<file path="src/verilog/i2c_target_address_regs.vh">
// Purpose: Constants for the target address configuration register.
// Assumes: Two 8-bit registers, at offsets 0x0 and 0x1, reached over the I2C register port.
// Notes: Address field in bits 7:1, source select in bit 0.
// How it works
// - Bits 7:1 always read the address in use.
// - Select clear: field read-only, shows strapped address.
// - Select set: host writes load the field.
// - Respond at programmed address when select set.
// - Strap-loaded fields load from bootstrap pins in the first cycle after reset release.
// - Hardware-updated fields change independent of host writes.
`ifndef I2C_TARGET_ADDRESS_REGS_VH
`define I2C_TARGET_ADDRESS_REGS_VH
`define ADDR_CFG_OFFSET 8'h00
`define ADDR_FIELD_MSB 7
`define ADDR_FIELD_LSB 1
`define ADDR_SEL_BIT 0
`define ADDR_CFG_RESET 8'h00
`define ADDR_SEL_RESET 1'h0
`define FLAG_CFG_OFFSET 8'h01
`define FLAG_CFG_RESET 8'h00
`endif

</file>
<file path="src/verilog/access_type_field.v">
// Purpose: One register bit with hardware set, clear-on-read and write-one-set.
// Assumes: Read and write strobes are one-cycle pulses.
// Notes: A hardware set in the clearing cycle wins.
`timescale 1ns/1ps
module access_type_field (
    // Clock and reset
    input wire clk,
    input wire resetn,
    // Host side
    input wire readStb,
    input wire writeStb,
    input wire writeBit,
    // Hardware side
    input wire hwSet,
    input wire hwClear,
    // State
    output reg bit_ff
);
    reg nxt_bit;
    always @* begin
        nxt_bit = bit_ff;
        if (readStb) begin
            nxt_bit = 1'b0;
        end
        if (writeStb && writeBit) begin
            nxt_bit = 1'b1;
        end
        if (hwClear) begin
            nxt_bit = 1'b0;
        end
        if (hwSet) begin
            nxt_bit = 1'b1;
        end
    end
    always @(posedge clk) begin
        if (!resetn) begin
            bit_ff <= 1'b0;
        end else begin
            bit_ff <= nxt_bit;
        end
    end
endmodule

</file>
<file path="src/verilog/i2c_target_address_select.v">
// Purpose: Holds and selects the device's own 7-bit I2C target address.
// Assumes: Register access strobes are synchronous one-cycle pulses.
// Notes: Reads answer one cycle after the strobe.
`timescale 1ns/1ps
`include "i2c_target_address_regs.vh"
module i2c_target_address_select #(
    parameter FLAG_COUNT = 8
) (
    // Clock and reset
    input wire clk,
    input wire resetn,
    // Bootstrap pins
    input wire [6:0] strapAddr,
    // Register access
    input wire [7:0] regAddr,
    input wire regWrite,
    input wire regRead,
    input wire [7:0] regWdata,
    output reg [7:0] regRdata_ff,
    output reg regRvalid_ff,
    // Hardware event flags
    input wire [FLAG_COUNT-1:0] hwSet,
    input wire [FLAG_COUNT-1:0] hwClear,
    // Address in use
    output reg [6:0] targetAddr_ff
);
    ////////////////////////////////////////////////////////////////////////
    // Strap capture after reset release.
    reg resetSeen_ff;
    reg [6:0] strapCap_ff;
    always @(posedge clk) begin
        if (!resetn) begin
            resetSeen_ff <= 1'b0;
            strapCap_ff <= 7'h00;
        end else begin
            resetSeen_ff <= 1'b1;
            if (!resetSeen_ff) begin
                strapCap_ff <= strapAddr;
            end
        end
    end
    ////////////////////////////////////////////////////////////////////////
    // Address register.
    reg [6:0] progAddr_ff;
    reg sourceSel_ff;
    wire hitCfg;
    wire hitFlag;
    assign hitCfg = (regAddr == `ADDR_CFG_OFFSET);
    assign hitFlag = (regAddr == `FLAG_CFG_OFFSET);
    always @(posedge clk) begin
        if (!resetn) begin
            sourceSel_ff <= `ADDR_SEL_RESET;
            progAddr_ff <= 7'h00;
        end else if (!resetSeen_ff) begin
            progAddr_ff <= strapAddr;
        end else if (regWrite && hitCfg) begin
            sourceSel_ff <= regWdata[`ADDR_SEL_BIT];
            if (sourceSel_ff) begin
                progAddr_ff <= regWdata[`ADDR_FIELD_MSB:`ADDR_FIELD_LSB];
            end
        end else if (!sourceSel_ff) begin
            progAddr_ff <= strapCap_ff;
        end
    end
    wire [6:0] addrInUse;
    assign addrInUse = sourceSel_ff ? progAddr_ff : strapCap_ff;
    ////////////////////////////////////////////////////////////////////////
    // Hardware-updated flag bits.
    wire [FLAG_COUNT-1:0] flagBits;
    genvar gi;
    generate
        for (gi = 0; gi < FLAG_COUNT; gi = gi + 1) begin : gFlag
            access_type_field uField (
                .clk(clk),
                .resetn(resetn),
                .readStb(regRead && hitFlag),
                .writeStb(regWrite && hitFlag),
                .writeBit(regWdata[gi]),
                .hwSet(hwSet[gi]),
                .hwClear(hwClear[gi]),
                .bit_ff(flagBits[gi])
            );
        end
    endgenerate
    ////////////////////////////////////////////////////////////////////////
    // Read path and outputs.
    always @(posedge clk) begin
        if (!resetn) begin
            regRdata_ff <= `ADDR_CFG_RESET;
            regRvalid_ff <= 1'b0;
            targetAddr_ff <= 7'h00;
        end else begin
            regRvalid_ff <= regRead;
            targetAddr_ff <= addrInUse;
            if (regRead && hitCfg) begin
                regRdata_ff <= {addrInUse, sourceSel_ff};
            end else if (regRead && hitFlag) begin
                regRdata_ff <= flagBits;
            end else if (regRead) begin
                regRdata_ff <= 8'h00;
            end
        end
    end
endmodule
</file>
<file path="config.mk">
export PLATFORM = sky130hd
export DESIGN_NAME = i2c_target_address_select
export DESIGN_NICKNAME = d
export VERILOG_FILES = /design/src/verilog/access_type_field.v /design/src/verilog/i2c_target_address_select.v
export VERILOG_INCLUDE_DIRS = /design/src /design/src/verilog
export SDC_FILE = /design/constraint.sdc
export NUM_CORES = 1
export LEC_CHECK = 0
export ABC_AREA = 1
export BUFFER_PORTS_ARGS = -buffer_cell sky130_fd_sc_hd__buf_2
export CORE_MARGIN = 1.5
export CORE_UTILIZATION = 39
export DETAILED_ROUTE_END_ITERATION = 16
export PLACE_DENSITY = 0.62
export SETUP_SLACK_MARGIN = 0.4
export SYNTH_ARGS = -nofsm -noshare
export SYNTH_HDL_FRONTEND = slang
export SYNTH_SLANG_ARGS = --single-unit
</file>
<file path="constraint.sdc">
create_clock -name clk -period 3.18 [get_ports clk]
set_input_delay 0.318 -clock clk [delete_from_list [all_inputs] [get_ports clk]]
set_output_delay 0.318 -clock clk [all_outputs]
set_load 0.05 [all_outputs]
</file>
## Word-level counts from Yosys, hierarchy flattened

Index checks and enable logic that the tools add are counted.

- Register bits: 40
- Bits of input ports: 43
- Output and inout bits: 16

- Eq/ne operators: 2
- Muxes and demuxes: 33
- Reduce and logical (&&, ||, !) cells: 23

Operators with widths:

| cell | count |
|---|---|
| $reduce_bool A4 Y1 | 8 |
| $mux W7 | 4 |
| $mux W1 | 26 |
| $mux W8 | 3 |
| $logic_and A1 B1 Y1 | 12 |
| $eq A8 B1 Y1 const B | 1 |
| $logic_not A8 Y1 | 1 |
| $ne A3 B3 Y1 const B | 1 |
| $reduce_bool A3 Y1 | 1 |
| $reduce_and A2 Y1 | 1 |

## Logic depth before layout (Yosys ltp)

Gate-level depths: netlist of run 1.

- Depth in word-level cells: 6
- Gate-level depth with buffers: 8

## Hierarchy

Synthesis of run 1 repeated with hierarchy kept, for this count alone.

- Cell total of the unflattened synthesis: 312
- Area, all modules: 2167.1 µm²

Modules (own cells, without submodules):

| module | instances | cells each | area an instance (µm²) | seq. area each (µm²) |
|---|---|---|---|---|
| i2c_target_address_select | 1 | 232 | 1696.6 | 640.6 |
| access_type_field | 8 | 10 | 58.8 | 20.0 |

## Worst setup path before layout of run 1

No wires, ideal clock.

- Path type: input port to flip-flop
- From: input regAddr[7]
- To: register progAddr_ff[0]
- Arrival time: 1109 ps
- Data required time: 3062 ps
- Slack: 1954 ps
- Cell stages on the path: 7
- Path buffers: 1
- Cell sequence: nor2_2 -> nand2_4 -> nor2_8 -> nand3_4 -> buf_6 -> o21ai_1 -> a21oi_2

- Cells in the longest elaborated chain, start to end: 4

RTL lines:

| item | RTL line | source |
|---|---|---|
| start, declared | i2c_target_address_select.v:15 | `input wire [7:0] regAddr,` |
| $logic_not A8 Y1 (no line) (*) | n/a |  |
| $logic_and A1 B1 Y1 (*) | i2c_target_address_select.v:56 | `end else if (regWrite && hitCfg) begin` |
| $mux W7 | i2c_target_address_select.v:56 |  |
| $mux W7 | i2c_target_address_select.v:54 | `end else if (!resetSeen_ff) begin` |
| end signal, assigned | i2c_target_address_select.v:55 | `progAddr_ff <= strapAddr;` |
| end signal, assigned | i2c_target_address_select.v:59 | `` progAddr_ff <= regWdata[`ADDR_FIELD_MSB:`ADDR_FIELD_LSB]; `` |
| end signal, assigned | i2c_target_address_select.v:62 | `progAddr_ff <= strapCap_ff;` |
| end, declared | i2c_target_address_select.v:44 | `reg [6:0] progAddr_ff;` |

Every way passes the cells marked *; elsewhere a longest branch is shown, timed or not.
A chain may end at the register's enable or synchronous reset.

## Final worst setup path of run 1

- From: register resetSeen_ff
- To: register progAddr_ff[1]

- Cells in the longest elaborated chain, start to end: 1

RTL lines:

| item | RTL line | source |
|---|---|---|
| start, declared | i2c_target_address_select.v:29 | `reg resetSeen_ff;` |
| start signal, assigned | i2c_target_address_select.v:33 | `resetSeen_ff <= 1'b0;` |
| start signal, assigned | i2c_target_address_select.v:36 | `resetSeen_ff <= 1'b1;` |
| $ne A3 B3 Y1 (no line) / $mux W7 (equally long branches) | n/a |  |

Several ways; a longest one is shown, not always the timed one.

==> results of run 1 <==
[critical path, cell delays in order (launching register included)]
cell and delay (ns):
dfxtp_1 0.68, inv_2 0.18, nor2_1 0.21, nand3_4 0.20
o21ai_1 0.22, a21oi_2 0.04
[path summary, 6_finish.rpt]
check | end | slack, ns
setup / recovery | progAddr_ff[1] | 1.54
hold / removal | gFlag[7].uField.bit_ff | 0.24
setup reg to reg | progAddr_ff[1] | 1.54
hold reg to reg | strapCap_ff[6] | 0.47
[stage by stage]
stage	util, %	setup slack, ns	instance area [sq um]	instances	hold WS [ns]
3_3_place_gp	46.92	1.593	2231	377	0.4540
2_1_floorplan	-	1.954	1949	264	0.3457
4_1_cts	48.89	1.555	2325	385	0.2502
5_1_grt	48.89	1.380	2325	385	0.2656
3_5_place_dp	46.92	1.552	2231	377	0.4555
6_report	48.89	1.537	2325	385	0.2401
[logic make-up (layout without fill, tap and decap cells)]
family          count (synthesis)  after routing  synth area share (%)
flops                          40             40                 41.08
simple gates                  122            122                 30.23
buf+inv                        47            101                 11.62
compound gates                 48             48                 13.48
mux                             7              7                 3.594
[Yosys cell counts]
cell | number | area [sq um]
nand2_1 | 54 | 202.7
dfxtp_1 | 40 | 800.8
inv_1 | 29 | 108.9
a21oi_1 | 26 | 130.1
nor2_1 | 25 | 93.84
nand3_1 | 23 | 115.1
o21ai_0 | 9 | 45.04
mux2i_1 | 7 | 70.07
nand3b_1 | 7 | 52.55
o21ai_1 | 7 | 35.03
a21oi_2 | 6 | 52.55
inv_2 | 5 | 18.77
nand2_2 | 4 | 25.02
buf_2 | 3 | 15.01
buf_6 | 3 | 33.78
clkbuf_1 | 3 | 11.26
nor2_2 | 3 | 18.77
nand2_4 | 2 | 22.52
buf_1 | 1 | 3.750
buf_8 | 1 | 15.01
clkbuf_8 | 1 | 13.76
inv_4 | 1 | 6.260
nand3_2 | 1 | 10.01
nand3_4 | 1 | 17.52
nor2_4 | 1 | 11.26
nor2_8 | 1 | 20.02
[metal layers]
layer  wire [um]  vias up
li1            -      945
met1        2175      816
met2        2162       71
met3         372        7
met4          41        0
met5           0        -
[layout make-up]
type                    count  area (sq um)  share of cell area (%)
clock buffers               7         86.33                   3.714
clock inverters             1         7.507                  0.3229
inverters                  35         133.9                   5.759
multi-input cells         177         922.1                   39.67
flip-flops and latches     40         800.8                   34.45
well taps                  67         83.83                   3.606
repair buffers             58         290.3                   12.49
[registers in the layout, indices dropped and copies added, names as in the netlist]
register	cells
gFlag.uField.bit_ff	8
regRdata_ff	8
progAddr_ff	7
strapCap_ff	7
targetAddr_ff	7
regRvalid_ff	1
resetSeen_ff	1
sourceSel_ff	1
[power by group through the flow]
stage / Combinational [W] / Sequential, W / Clock [W]
5_1_grt: 0.000167 / 0.000545 / 0.000383
3_5_place_dp: 0.000151 / 0.000554 / 0
3_3_place_gp: 0.000150 / 0.000554 / 0
6_report: 0.000150 / 0.000543 / 0.000360
2_1_floorplan: 0.0000734 / 0.000578 / 0
4_1_cts: 0.000151 / 0.000542 / 0.000361
==> results.cfg, run 1 <==
[global_route]
grt_pass1_vias = 1615
top_usage_layer = met2
use_met3_pct = 5.624
grt_start_max_net_pins = 23
grt_pass1_wl_um = 7679
globalRouteMet1Util_pct = 25.89
grt_use_met2_pct = 28.53
antenna_found_initial = 0
grt_overflow = 0
grt_use_total_pct = 18.69

[detailed_routing]
drt_iter0_markers = 134
remaining_drc_errors = 0
wl_um = 4751
vias = 1839
post_drt_wl_per_cell_um = 12.34
via_per_inst = 4.777
firstDrtPassIters = 4
final_antenna_net_count = 0

[worst_setup_path]
endpoint_kind = flop
reg2reg_depth = 5
arrival_ns = 1.84
path_class = flop to flop
critPathMaxFanout = 16
crit_required_ns = 3.38
r2r-start = resetSeen_ff
worstSetupStartpointType = flop
cp-startpoint = resetSeen_ff

[timing]
setup_tns_ns = 0
layout_worst_path_cycle_share_pct = 51.68
rsz0062_at_grt = false
skew_ns = 0.01675
fmax_mhz = 608.5
relSlewSlack_pct = 51.38
hold_viol = 0
fin_crit_ns = 1.643
maxSlewViolCount = 0
setup-violations-final = 0
tightestPinTransition_ns = 0.7286

[power_and_ir_drop]
p_int_w = 0.0007552
ir_drop_v = 0.0002670
p_sw_share_pct = 28.26
power_density_nw_per_um2 = 452.8
combinationalPowerShare_pct = 14.3
cellLeakagePower_nw = 1.164
p_seq_share_pct = 51.6
power.total_w = 0.001053
clkPwrFrac_pct = 34.2
p_switching_w = 0.0002975

[logic_synthesis]
yosysSeqAreaShare_pct = 41.08
synth_area_sq_um = 1949
ys_seq_elements = 40
ys_types = 26
yosys_warnings = 0
syn_inst = 264
syn_nets = 307
syn_avg_cell_area_sq_um = 7.384

[clocking]
cts_root_buf = clkbuf_8
cts_buffers = 5
path_clk_slew_ns = 0.09
insertion_delay_ns = 0.31
hold_buffers = 0
post_cts_buffers = 0
clk_path_buf_depth = 2
ctsResizeCount = 0
cts_sinks = 40
htreeDepth = 2
cts_tree = yes

[layout]
syn2layout_area_growth_pct = 19.26
layout_common_cells = buf_2, nand2_1, dfxtp_1
nets = 360
fillers = 513
layout_commonest_cell = buf_2
antenna_cells = 0
drive_above_1_share_pct = 28.30

[run]
drv_cap = 0

[placement]
dp_hpwl_um = 3452
routabilityCongestion = 0.7950
port_buffers = 58

[floorplanning]
initial_utilization_pct = 41.00
io_pins = 59
coreArea_sq_um = 4755
row_count = 25
die-width_um = 73.70
die_h_um = 73.70
dieArea_sq_um = 5432

[min_path]
hold_start = hwSet[7]
hold_depth = 3
hold_path_class = input pin to flop

[outcome]
status = complete, no violations
(Power assumes the default switching activity.)
==> run 2: changes to the inputs <==
--- a/config.mk
+++ b/config.mk
@@ -11,7 +11,7 @@
 export CORE_MARGIN = 1.5
 export CORE_UTILIZATION = 39
 export DETAILED_ROUTE_END_ITERATION = 16
-export PLACE_DENSITY = 0.62
+export PLACE_DENSITY = 0.65
 export SETUP_SLACK_MARGIN = 0.4
 export SYNTH_ARGS = -nofsm -noshare
 export SYNTH_HDL_FRONTEND = slang
==> constraint.sdc (replaced) <==
create_clock -name clk -period 1.5 [get_ports clk]
set_input_delay 0.15 -clock clk [delete_from_list [all_inputs] [get_ports clk]]
set_output_delay 0.15 -clock clk [all_outputs]
set_load 0.05 [all_outputs]
==> run 2 against run 1 <==
Compared with the run above:
- clock skew down 0.0081 ns
- sequential power up 110%
- sequential share of layout area down 3.3 points
- largest power group unchanged
==> results.cfg, run 2 (synthesis gave the netlist of run 1 again) <==
[timing]
hold_viol = 0
tightestPinTransition_ns = 0.4254
setup-violations-final = 0
hold-worst-slack_ns = 0.08411
rsz0062_at_grt = true
relSlewSlack_pct = 71.64
maxSlewViolCount = 0
setup_tns_ns = 0
layout_worst_path_cycle_share_pct = 77.46
fin_crit_ns = 1.162
fmax_mhz = 860.7
skew_ns = 0.008641

[placement]
dp_hpwl_um = 3710
port_buffers = 58
routabilityCongestion = 0.8386

[detailed_routing]
wl_um = 5127
met2_length_um = 2461
post_drt_wl_per_cell_um = 12.85
drt_iter0_markers = 129
vias = 1906
remaining_drc_errors = 0
final_antenna_net_count = 0
wl_met1_um = 2222
firstDrtPassIters = 4
highest_layer = met4
routed-wl-met3_um = 364
via_per_inst = 4.777

[worst_setup_path]
path_class = flop to flop
worstPathCellList = buf_12, mux2i_1, buf_4, nor2_1, nor2_1, a21oi_2
arrival_ns = 1.36
worstSetupStartpointType = flop
slowest_delay_ns = 0.40
critPathMaxFanout = 5
cp_slowest_cell = dfxtp_4
endpoint_kind = flop
crit_required_ns = 1.69
crit_buf_inv = 2
cpMostUsedCell = nor2_1
crit_family = flip-flops

[clocking]
path_clk_slew_ns = 0.08
htreeDepth = 2
clk_path_buf_depth = 2
cts_tree = yes
cts_sinks = 40
insertion_delay_ns = 0.30
cts_root_buf = clkbuf_8
hold_buffers = 0
cts_buffers = 5

[floorplanning]
initial_utilization_pct = 41.00
dieArea_sq_um = 5432
die_h_um = 73.70
io_pins = 59
coreArea_sq_um = 4755
die-width_um = 73.70
row_count = 25

[layout]
syn2layout_area_growth_pct = 32.48
nets = 374
layout_commonest_cell = buf_2
top_regs = gFlag.uField.bit_ff x8, regRdata_ff x8
antenna_cells = 0
layout_common_cells = buf_2, nand2_1, dfxtp_1
drive_above_1_share_pct = 36.14

[global_route]
antenna_found_initial = 0
grt_use_total_pct = 19.94
grt_pass1_wl_um = 8176
grt_pass1_vias = 1772
grt_overflow = 0
grt_start_max_net_pins = 20

[power_and_ir_drop]
power.total_w = 0.002486
cellLeakagePower_nw = 1.265
ir_drop_v = 0.0005846
power_density_nw_per_um2 = 962.6

[run]
drv_cap = 0

[outcome]
status = complete, no violations

[min_path]
hold_path_class = input pin to flop
-- run 2: cell types whose count changed in the layout (fill, tap and decap cells not counted), sizes merged --
cell      previous run  this run
buf                 58        68
bufinv               0         1
clkbuf               7        10
clkinvlp             1         0
nand3               25        26
-- run 2: path summary, 6_finish.rpt --
path	startpoint	endpoint	slack [ns]	cells past startpoint
max	sourceSel_ff	regRdata_ff[6]	0.34	6
min	hwSet[4]	gFlag[4].uField.bit_ff	0.08	3
max reg2reg	sourceSel_ff	regRdata_ff[6]	0.34	6
min reg2reg	strapCap_ff[6]	strapCap_ff[6]	0.46	2
-- run 2: area by class of cell --
class,instances,area (sq um)
Clock buffer,7,96.34
Sequential cell,40,804.5
Multi-Input combinational cell,178,1018
Tap cell,67,83.83
Clock inverter,1,30.03
Inverter,35,133.9
Fill cell,510,2172
Timing Repair Buffer,71,415.4
-- run 2: through the flow --
step / instances / utilization [%] / setup slack [ns] / cell area (sq um)
5_1_grt: 399 / 54.32 / 0.2723 / 2582
6_report: 399 / 54.32 / 0.3381 / 2582
2_1_floorplan: 264 / - / 0.4030 / 1959
3_5_place_dp: 387 / 48.66 / 0.1131 / 2313
3_3_place_gp: 387 / 48.66 / 0.1374 / 2313
4_1_cts: 399 / 52.97 / 0.3721 / 2519
-- run 2: tightest hold or removal path, cell delays in order --
cell and delay [ns]:
buf_2 0.09, inv_1 0.04, a21oi_1 0.05
-- run 2: report_power, final --
group	internal (W)	switching [W]	leakage, nW
clock	0.000587	0.000387	0.0645
combinational	0.000135	0.000227	0.870
sequential	0.00111	0.0000349	0.331
total	0.00184	0.000649	1.27
-- run 2: routing by layer --
layer	vias to the layer above	GRT usage (%)
li1	977	-
met1	851	25.25
met2	71	33.13
met3	7	4.938
met4	0	6.379
met5	-	0
-- run 2: what timing repair did --
action	CTS	global route
gates cloned	1	0
endpoints found under the setup margin	21	18
pin swaps	7	9
setup buffers	3	0
gates resized for setup	11	15
